$ cat src/hw/mrcb_pkg.sv
// What this block does
// - reset input stops work, clears status bits
// - reset leaves translation entries and control intact
// - reset/abort output held active during reset
// - translate strobe low five ticks after reset
// - bus width strap caught at reset release
// - processor gives address, status with strobe
// - physical address out with valid pulse
// - status lines decoded, line zero lsb
// - fetch, data and address-read codes classified
// - read-modify-write read counts as write
// - other strobed codes count as data
// - slave codes recognised with slave strobe
// - direction sampled, driven in own cycles
// - privilege picks space and checks protection
// - float asserted while reloading or updating
// - abort is exactly one low tick
// - own transfers low word only, 16-bit
// - phase one rising edge advances state
// - page number translated, offset passed through
// - first state latches address and lines
// - no valid pulse on aborted access
package mrcb_pkg;
  // register byte offsets
  localparam logic [4:0] REG_CTRL     = 5'h00;
  localparam logic [4:0] REG_MSR      = 5'h04;
  localparam logic [4:0] REG_TLB_SEL  = 5'h08;
  localparam logic [4:0] REG_TLB_TAG  = 5'h0C;
  localparam logic [4:0] REG_TLB_DATA = 5'h10;
  // control fields
  localparam int CTRL_XLATE_EN = 0;
  localparam int CTRL_BASE_LO  = 8;
  localparam logic [31:0] CTRL_RESET = 32'h0000_0001;
  // status fields
  localparam int MSR_PROT  = 0;
  localparam int MSR_MISS  = 1;
  localparam int MSR_WRITE = 2;
  localparam int MSR_USER  = 3;
  localparam int MSR_BUS16 = 4;
  localparam int MSR_SLAVE = 5;
  localparam int MSR_W     = 6;
  // entry fields
  localparam int TAG_USER  = 15;
  localparam int TAG_VALID = 16;
  localparam int DAT_PL    = 16;
  localparam int DAT_MOD   = 18;
  // geometry
  localparam int ENTRIES   = 4;
  localparam int PAGE_W    = 15;
  localparam int OFFS_W    = 9;
  localparam int FRAME_W   = 16;
  localparam int VADDR_W   = 24;
  localparam int PADDR_W   = 25;
  // timing in ticks of phase one
  localparam logic [2:0] AT_HOLD_TICKS = 3'h5;
  localparam logic [1:0] FLOAT_TICKS   = 2'h2;
  // status codes
  localparam logic [3:0] ST_FETCH_SEQ = 4'h8;
  localparam logic [3:0] ST_FETCH_NSQ = 4'h9;
  localparam logic [3:0] ST_DATA      = 4'hA;
  localparam logic [3:0] ST_RMW       = 4'hB;
  localparam logic [3:0] ST_EADDR     = 4'hC;
  localparam logic [3:0] ST_SLV_OPND  = 4'hD;
  localparam logic [3:0] ST_SLV_STAT  = 4'hE;
  localparam logic [3:0] ST_SLV_ID    = 4'hF;
  // protection levels
  localparam logic [1:0] PL_USER_RD = 2'h2;
  localparam logic [1:0] PL_USER_WR = 2'h3;
  localparam logic [1:0] PL_SUP_WR  = 2'h1;

  typedef enum logic [2:0] {
    CLS_NONE, CLS_FETCH, CLS_DATA, CLS_EADDR, CLS_RMW, CLS_SLAVE
  } mrcb_cls_e;

  typedef enum logic [2:0] {
    S_IDLE  = 3'b000,
    S_XLATE = 3'b001,
    S_PAV   = 3'b011,
    S_FLOAT = 3'b010,
    S_ABORT = 3'b110
  } mrcb_state_e;
endpackage

$ cat src/hw/mrcb_status_decode.sv
`timescale 1ns/1ns
`default_nettype none
module mrcb_status_decode (
  // processor cycle lines
  input  wire logic [3:0]         statusCode,
  input  wire logic               addrStrobeN,
  input  wire logic               slaveStrobeN,
  input  wire logic               dirWrite,
  // classification
  output mrcb_pkg::mrcb_cls_e     cls,
  output logic                    accWrite
);
  import mrcb_pkg::*;

  // classify the cycle; bit zero of the code is its lsb
  always_comb begin
    cls      = CLS_NONE;
    accWrite = dirWrite;
    unique case (statusCode)
      ST_FETCH_SEQ, ST_FETCH_NSQ: if (!addrStrobeN) cls = CLS_FETCH;
      ST_DATA:  if (!addrStrobeN) cls = CLS_DATA;
      ST_EADDR: if (!addrStrobeN) cls = CLS_EADDR;
      ST_RMW: begin
        // a read, but protection sees it as a write
        if (!addrStrobeN) cls = CLS_RMW;
        accWrite = 1'b1;
      end
      ST_SLV_OPND, ST_SLV_STAT, ST_SLV_ID: begin
        // slave traffic is outside translation
        if (!slaveStrobeN) cls = CLS_SLAVE;
        else if (!addrStrobeN) cls = CLS_DATA;
      end
      default: if (!addrStrobeN) cls = CLS_DATA;
    endcase
  end
endmodule
`default_nettype wire

$ cat src/hw/mrcb_top.sv
// Our own choices: register access over Avalon-MM and the placing of the registers.
`timescale 1ns/1ns
`default_nettype none
module mrcb_top (
  // clock and reset
  input  wire logic                ref_clk,
  input  wire logic                rst,
  // timing unit side
  input  wire logic                clockPhaseOne,
  input  wire logic                resetInN,
  input  wire logic                busWidthSelect,
  // processor side
  input  wire logic [23:0]         cpuAddrIn,
  input  wire logic                addrStrobeN,
  input  wire logic [3:0]          cycleStatusCode,
  input  wire logic                userMode,
  input  wire logic                dataDirectionNIn,
  output logic                     dataDirectionNOut,
  output logic                     dataDirectionOeN,
  input  wire logic                translateModeSlaveStrobeNIn,
  output logic                     translateModeSlaveStrobeNOut,
  output logic                     translateModeSlaveStrobeOeN,
  output logic                     cpuResetAbortN,
  output logic                     busFloatRequestN,
  // physical address side
  output logic [24:0]              physAddr,
  output logic                     physAddrOeN,
  output logic                     physAddrValidN,
  // avalon-mm slave
  input  wire logic [4:0]          avs_address,
  input  wire logic                avs_read,
  input  wire logic                avs_write,
  input  wire logic [31:0]         avs_writedata,
  output logic [31:0]              avs_readdata,
  output logic                     avs_waitrequest
);
  import mrcb_pkg::*;

  // software state
  logic [31:0]        ctrl, next_ctrl;           // control
  logic [MSR_W-1:0]   mm_status_register, next_msr;             // status
  logic [1:0]         tlbSel, next_tlbSel;       // entry index
  logic [16:0]        tlbTag [ENTRIES];          // valid, space, page
  logic [18:0]        tlbDat [ENTRIES];          // mod, level, frame
  logic [16:0]        next_tlbTag [ENTRIES];
  logic [18:0]        next_tlbDat [ENTRIES];
  logic [31:0]        next_readdata;
  logic               next_waitrequest;
  // cycle state
  mrcb_state_e        state, next_state;
  logic               phaseOnePrev, resetPrev;   // edge helpers
  logic [2:0]         atCount, next_atCount;     // translate strobe hold
  logic [1:0]         fltCount, next_fltCount;   // float length
  logic [23:0]        vaddr, next_vaddr;         // latched virtual address
  logic               accWr, next_accWr;
  logic               accUser, next_accUser;
  logic               hitMiss, next_hitMiss;     // float ends in abort
  logic [1:0]         hitIdx, next_hitIdx;
  logic               busIs16, next_busIs16;     // strap
  // registered pins
  logic               next_abtN, next_fltN, next_pavN, next_paOeN;
  logic               next_ddOut, next_ddOeN, next_atOut, next_atOeN;
  logic [24:0]        next_pa;
  // decode
  mrcb_cls_e          cls;
  logic               clsWrite;
  logic               tick, resetRise;
  logic [ENTRIES-1:0] hitVec;
  logic               hit, allowed;
  logic [1:0]         hitSel;
  logic               wrAck;

  // one state step per rising edge of phase one
  assign tick      = clockPhaseOne & ~phaseOnePrev;
  assign resetRise = resetInN & ~resetPrev;
  assign wrAck     = avs_write & ~avs_waitrequest;

  mrcb_status_decode u_decode (
    .statusCode   (cycleStatusCode),
    .addrStrobeN  (addrStrobeN),
    .slaveStrobeN (translateModeSlaveStrobeNIn),
    .dirWrite     (dataDirectionNIn),
    .cls          (cls),
    .accWrite     (clsWrite)
  );

  // associative compare, one comparator per entry
  genvar gi;
  generate
    for (gi = 0; gi < ENTRIES; gi++) begin : g_cmp
      // space bit follows privilege of the access
      assign hitVec[gi] = tlbTag[gi][TAG_VALID] && (tlbTag[gi][TAG_USER] == accUser)
                          && (tlbTag[gi][PAGE_W-1:0] == vaddr[VADDR_W-1:OFFS_W]);
    end
  endgenerate

  // priority pick of the matching entry
  always_comb begin
    hitSel = 2'h0;
    for (int i = ENTRIES - 1; i >= 0; i--) begin
      if (hitVec[i]) hitSel = i[1:0];
    end
  end
  assign hit = |hitVec;

  // level check against mode and direction
  always_comb begin
    logic [1:0] pl;
    pl = tlbDat[hitSel][DAT_PL+1:DAT_PL];
    if (accUser) allowed = accWr ? (pl == PL_USER_WR) : (pl >= PL_USER_RD);
    else         allowed = accWr ? (pl >= PL_SUP_WR) : 1'b1;
  end

  // register bus next values; one wait cycle per access
  always_comb begin
    next_ctrl        = ctrl;
    next_tlbSel      = tlbSel;
    next_tlbTag      = tlbTag;
    next_tlbDat      = tlbDat;
    next_readdata    = avs_readdata;
    next_waitrequest = 1'b1;
    if ((avs_read || avs_write) && avs_waitrequest) begin
      next_waitrequest = 1'b0;
      unique case (avs_address)
        REG_CTRL:     next_readdata = ctrl;
        REG_MSR:      next_readdata = {{(32-MSR_W){1'b0}}, mm_status_register};
        REG_TLB_SEL:  next_readdata = {30'h0, tlbSel};
        REG_TLB_TAG:  next_readdata = {15'h0, tlbTag[tlbSel]};
        REG_TLB_DATA: next_readdata = {13'h0, tlbDat[tlbSel]};
        default:      next_readdata = 32'h0;  // unmapped reads zero
      endcase
    end
    if (wrAck) begin
      unique case (avs_address)
        REG_CTRL:     next_ctrl = avs_writedata;
        REG_TLB_SEL:  next_tlbSel = avs_writedata[1:0];
        REG_TLB_TAG:  next_tlbTag[tlbSel] = avs_writedata[16:0];
        REG_TLB_DATA: next_tlbDat[tlbSel] = avs_writedata[18:0];
        default: ;                            // status and unmapped
      endcase
    end
    // first write to a clean page marks it modified
    if (tick && state == S_FLOAT && fltCount == 2'h1 && !hitMiss) begin
      next_tlbDat[hitIdx][DAT_MOD] = 1'b1;
    end
  end

  // register bus flops; the reset input touches none of these
  always_ff @(posedge ref_clk) begin
    if (rst) begin
      ctrl            <= CTRL_RESET;
      tlbSel          <= 2'h0;
      avs_readdata    <= 32'h0;
      avs_waitrequest <= 1'b1;
      for (int i = 0; i < ENTRIES; i++) begin
        tlbTag[i] <= 17'h0;
        tlbDat[i] <= 19'h0;
      end
    end else begin
      ctrl            <= next_ctrl;
      tlbSel          <= next_tlbSel;
      tlbTag          <= next_tlbTag;
      tlbDat          <= next_tlbDat;
      avs_readdata    <= next_readdata;
      avs_waitrequest <= next_waitrequest;
    end
  end

  // cycle sequencer and pins, next values
  always_comb begin
    next_state    = state;
    next_atCount  = atCount;
    next_fltCount = fltCount;
    next_vaddr    = vaddr;
    next_accWr    = accWr;
    next_accUser  = accUser;
    next_hitMiss  = hitMiss;
    next_hitIdx   = hitIdx;
    next_busIs16  = busIs16;
    next_msr      = mm_status_register;
    next_pavN     = physAddrValidN;
    next_fltN     = busFloatRequestN;
    next_pa       = physAddr;
    next_paOeN    = physAddrOeN;
    next_ddOut    = dataDirectionNOut;
    next_ddOeN    = dataDirectionOeN;
    // software clears status with ones; hardware set wins below
    if (wrAck && avs_address == REG_MSR) begin
      next_msr = mm_status_register & ~avs_writedata[MSR_W-1:0];
      next_msr[MSR_BUS16] = mm_status_register[MSR_BUS16];
    end
    if (resetRise) begin
      next_busIs16 = busWidthSelect;
      next_msr[MSR_BUS16] = busWidthSelect;
      next_atCount = AT_HOLD_TICKS;
    end else if (tick && atCount != 3'h0) begin
      next_atCount = atCount - 3'h1;
    end
    if (tick) begin
      unique case (state)
        S_IDLE: begin
          if (cls == CLS_SLAVE) next_msr[MSR_SLAVE] = 1'b1;
          if (!addrStrobeN && cls != CLS_SLAVE && atCount == 3'h0) begin
            next_vaddr   = cpuAddrIn;
            next_accWr   = clsWrite;
            next_accUser = userMode;
            next_state   = S_XLATE;
          end
        end
        S_XLATE: begin
          next_hitIdx = hitSel;
          if (!ctrl[CTRL_XLATE_EN]) begin
            // translation off: address passes straight through
            next_pa    = {1'b0, vaddr};
            next_paOeN = 1'b0;
            next_pavN  = 1'b0;
            next_state = S_PAV;
          end else if (hit && !allowed) begin
            next_msr[MSR_PROT]  = 1'b1;
            next_msr[MSR_WRITE] = accWr;
            next_msr[MSR_USER]  = accUser;
            next_state = S_ABORT;
          end else if (!hit || (accWr && !tlbDat[hitSel][DAT_MOD])) begin
            // seize the bus to reload or update the entry
            next_hitMiss  = !hit;
            next_fltN     = 1'b0;
            next_fltCount = FLOAT_TICKS;
            // own cycles: low word of the table entry only
            next_pa    = {ctrl[CTRL_BASE_LO +: 8], vaddr[VADDR_W-1:OFFS_W], 2'b00};
            next_paOeN = 1'b0;
            next_ddOut = hit;              // write only to set the modified bit
            next_ddOeN = 1'b0;
            next_state = S_FLOAT;
          end else begin
            next_pa    = {tlbDat[hitSel][FRAME_W-1:0], vaddr[OFFS_W-1:0]};
            next_paOeN = 1'b0;
            next_pavN  = 1'b0;
            next_state = S_PAV;
          end
        end
        S_FLOAT: begin
          next_fltCount = fltCount - 2'h1;
          if (fltCount == 2'h1) begin
            next_fltN  = 1'b1;
            next_ddOeN = 1'b1;
            if (hitMiss) begin
              next_msr[MSR_MISS]  = 1'b1;
              next_msr[MSR_WRITE] = accWr;
              next_msr[MSR_USER]  = accUser;
              next_paOeN = 1'b1;
              next_state = S_ABORT;
            end else begin
              next_pa    = {tlbDat[hitIdx][FRAME_W-1:0], vaddr[OFFS_W-1:0]};
              next_pavN  = 1'b0;
              next_state = S_PAV;
            end
          end
        end
        S_PAV: begin
          next_pavN  = 1'b1;
          next_paOeN = 1'b1;
          next_state = S_IDLE;
        end
        S_ABORT: next_state = S_IDLE;
      endcase
    end
    // abort pin: low through reset or for the single abort tick
    next_abtN = resetInN && (next_state != S_ABORT);
    next_atOeN = (next_atCount == 3'h0);
    next_atOut = 1'b0;
    if (!resetInN) begin
      // stop all work; only status bits are cleared
      next_state    = S_IDLE;
      next_fltN     = 1'b1;
      next_pavN     = 1'b1;
      next_paOeN    = 1'b1;
      next_ddOeN    = 1'b1;
      next_fltCount = 2'h0;
      next_msr      = {MSR_W{1'b0}};
      next_msr[MSR_BUS16] = busIs16;
    end
  end

  // sequencer flops
  always_ff @(posedge ref_clk) begin
    if (rst) begin
      state <= S_IDLE;  phaseOnePrev <= 1'b0;  resetPrev <= 1'b0;
      atCount <= 3'h0;  fltCount <= 2'h0;  vaddr <= 24'h0;
      accWr <= 1'b0;  accUser <= 1'b0;  hitMiss <= 1'b0;  hitIdx <= 2'h0;
      busIs16 <= 1'b0;  mm_status_register <= {MSR_W{1'b0}};
      cpuResetAbortN <= 1'b0;  busFloatRequestN <= 1'b1;  physAddrValidN <= 1'b1;
      physAddr <= 25'h0;  physAddrOeN <= 1'b1;
      dataDirectionNOut <= 1'b0;  dataDirectionOeN <= 1'b1;
      translateModeSlaveStrobeNOut <= 1'b1;  translateModeSlaveStrobeOeN <= 1'b1;
    end else begin
      state <= next_state;  phaseOnePrev <= clockPhaseOne;  resetPrev <= resetInN;
      atCount <= next_atCount;  fltCount <= next_fltCount;  vaddr <= next_vaddr;
      accWr <= next_accWr;  accUser <= next_accUser;  hitMiss <= next_hitMiss;
      hitIdx <= next_hitIdx;  busIs16 <= next_busIs16;  mm_status_register <= next_msr;
      cpuResetAbortN <= next_abtN;  busFloatRequestN <= next_fltN;
      physAddrValidN <= next_pavN;  physAddr <= next_pa;  physAddrOeN <= next_paOeN;
      dataDirectionNOut <= next_ddOut;  dataDirectionOeN <= next_ddOeN;
      translateModeSlaveStrobeNOut <= next_atOut;  translateModeSlaveStrobeOeN <= next_atOeN;
    end
  end
endmodule
`default_nettype wire

$ cat config.mk
export PLATFORM = sky130hd
export DESIGN_NAME = mrcb_top
export DESIGN_NICKNAME = d
export VERILOG_FILES = /design/src/hw/mrcb_pkg.sv /design/src/hw/mrcb_status_decode.sv /design/src/hw/mrcb_top.sv
export SDC_FILE = /design/constraint.sdc
export NUM_CORES = 1
export LEC_CHECK = 0
export ABC_CLOCK_PERIOD_IN_PS = 4200
export CAP_MARGIN = 40
export CORE_AREA = 5 5 170 172
export CTS_BUF_LIST = sky130_fd_sc_hd__clkbuf_4 sky130_fd_sc_hd__clkbuf_8 sky130_fd_sc_hd__clkbuf_16
export DETAILED_ROUTE_END_ITERATION = 8
export DIE_AREA = 0 0 175 177
export DONT_BUFFER_PORTS = 1
export PLACE_DENSITY = 0.7
export SLEW_MARGIN = 0
export SYNTH_ARGS = -nofsm -noshare
export SYNTH_HDL_FRONTEND = slang
export SYNTH_HIERARCHICAL = 1
export SYNTH_SLANG_ARGS = --single-unit
$ cat constraint.sdc
create_clock -name ref_clk -period 4.2 [get_ports ref_clk]
set_input_delay 0.84 -clock ref_clk [delete_from_list [all_inputs] [get_ports ref_clk]]
set_output_delay 0.84 -clock ref_clk [all_outputs]
set_load 0.01 [all_outputs]
==> reports/qor.yml <==
slowest_delay_ns: 0.63
dieArea_sq_um: 31000
clock_latency_ns: 0.56
diodes: 0
cts-buffers-inserted: 31
drive_above_1_share: 0.120
vias: 13500
cp_slowest_cell: "o311ai_1"
finalCritPeriodShare: 0.952
skew_ns: 0.0102
p_leak_nw: 5.18
coreArea_sq_um: 27300
timing.fmax_ghz: 0.250
synth-edff-count: 0
finalMaxSlewViolations: 0
hold_path_class: "in -> reg"
gp_congestion: 1.03
fill_cells: 2428
cap_violations: 0
clk_pin_slew_ns: 0.07
synth_area_per_cell_sq_um: 8.08
cts_resized: 0
crit_buf_inv: 1
clock_path_buffers: 3
tns_ns: 0
ir_drop_mv: 0.308
ys.flop_type: "dfxtp_1"
fp.dieW_um: 175
finalSetupViolations: 0
io_buffers: 0
cts.sinks: 289
drtAntennaViolNets: 0
powerDensity_nw_per_um2: 382
crit_family: "compound AO/OA/AOI/OAI gates"
status: "finished, final reports clean"
cts_max_level: 1
antenna_found_initial: 0
hold_ws_ns: 0.335
area_growth_pct: 10.8
synthCells: 1817
seq_area_frac_synth: 0.394
worstPathCellList: "xnor2_1 -> nand4_1 -> or3_1 -> o311ai_1 -> a211oi_1 -> a211oi_1 -> or2_1 -> buf_12 -> mux2_2 -> a22oi_1 -> a211oi_2"
grtUsageTotal: 0.336
fin_cells: 2116
grt_pass1_wl_um: 79600
utilization: 0.595
busiest_layer: "met2"
grt_use_met1: 0.460
overflow: 0
cp-start-kind: "flip-flop"
grt_max_degree: 275
syn_area_sq_um: 14700
critical_path_class: "reg -> reg"
hold_viol: 0
worst_pin_slew_ns: 0.837
synth_nets: 1896
io_pins: 142
critPathCaptureType: "flip-flop"
initial_utilization: 0.537
routedWlPerCell_um: 25.4
r2r_slack_ns: 0.20
critPathMostFrequentCell: "a211oi_1"
crit_arrival_ns: 4.43
synth-warning-count: 6
relSlewSlack: 0.440
placed_cells: 2060
fin_crit_ns: 4.00
use_met2: 0.517
yosys_register_bits: 289
drt_iter0_drc: 1577
die_h_um: 177
fp-row-count: 61
cts_root_buf: "clkbuf_16"
ctsHoldBuffers: 0
yosysUniqueCellTypes: 69
place_hpwl_um: 39000
first_pass_iters: 5
rsz0062_at_grt: "false"
drc_errors: 0
crit_fanout: 31
grt_pass1_vias: 12400
cts_tree: "yes"
vias_per_cell: 6.39
wirelength_um: 53800
worstPathRequired_ns: 4.63
layout.nets: 1826
ys_async_sr_fraction: 0
grt.met3_usage: 0.0624
post_cts_buffers: 0
[synthesized netlist by cell type (23+ instances only)]
library cell	n	area, sq um
a22oi_1	23	173
a21oi_1	282	1410
nand2_1	505	1900
nand3_1	36	180
nor2_1	62	233
mux4_2	51	1150
o21ai_0	31	155
clkbuf_1	140	526
xnor2_1	57	499
dfxtp_1	289	5790
mux2i_1	37	370
nor2b_1	24	150
[layout make-up]
class | instances | area [sq um] | area share
clock buffers | 41 | 888 | 0.0546
clock inverters | 15 | 283 | 0.0174
inverters | 16 | 60.1 | 0.00369
multi-input cells | 1349 | 8210 | 0.505
flip-flops and latches | 289 | 5790 | 0.356
well taps | 346 | 433 | 0.0266
repair buffers | 60 | 601 | 0.0369
[sequential cells by signal, summed over array words and instances, names as in the netlist, 2 cells and up]
| signal | flops |
|---|---|
| tlbDat | 76 |
| tlbTag | 68 |
| avs_readdata | 32 |
| ctrl | 32 |
| physAddr | 25 |
| vaddr | 24 |
| mm_status_register | 6 |
| atCount | 3 |
| state | 3 |
| fltCount | 2 |
| hitIdx | 2 |
| tlbSel | 2 |
[cell usage in the layout (no fill, tap or decap), types with 8 or more instances in the layout]
cell type	n
a211o_1	17
nand4_1	22
buf_8	8
xnor2_1	57
bufinv_16	8
nor3_1	12
a22oi_1	23
nor2b_1	24
and2_1	8
a31o_1	15
and3_1	10
inv_1	15
nand2_1	505
a311oi_2	12
clkbuf_16	31
nor2_1	61
a211oi_1	21
a21oi_1	282
mux2i_1	37
a211oi_2	9
dfxtp_1	287
o21ai_0	31
mux4_2	51
nand2b_1	9
xor2_1	9
buf_4	46
nand3_1	36
[where the power goes]
| part | switching (mW) | internal, mW | total (mW) |
|---|---|---|---|
| clock network | 1.17 | 1.97 | 3.14 |
| logic | 0.176 | 0.104 | 0.281 |
| registers | 0.0304 | 2.77 | 2.80 |
[per-stage QoR]
step           setup WS [ns]  area, sq um  power, mW
6_report               0.203        16300       6.21
5_1_grt               0.0768        16300       6.35
4_1_cts                0.324        16300       6.20
3_5_place_dp           0.364        15100       3.13
3_3_place_gp           0.374        14900       3.12
2_1_floorplan          0.806        14700       3.09
[layer usage]
layer / part of all wire / vias to the layer above
li1: - / 6162
met1: 0.41 / 6474
met2: 0.44 / 753
met3: 0.097 / 134
met4: 0.057 / 0
met5: 0 / -
[worst paths after layout]
kind / startpoint / cells after the start / endpoint
worst min register to register: ctrl[25]$_SDFFE_PP0P_ / 2 / ctrl[25]$_SDFFE_PP0P_
worst max-delay path: vaddr[9]$_SDFFE_PP0P_ / 11 / physAddr[24]$_SDFFE_PP0P_
worst max register to register: vaddr[9]$_SDFFE_PP0P_ / 11 / physAddr[24]$_SDFFE_PP0P_
worst min-delay path: rst / 0 / translateModeSlaveStrobeNOut$_DFF_P_
[kinds of logic (layout without fill, tap and decap cells)]
family,Yosys count,in the layout,synth area share
flip-flops,289,289,0.394
XOR/XNOR,66,66,0.0394
multiplexers,91,91,0.106
buffers and inverters,179,132,0.0491
AO/OA/AOI/OAI,461,461,0.197
adder cells (fa/ha/maj),3,3,0.00256
AND/OR/NAND/NOR,728,728,0.212
(Power assumes the default switching activity.)
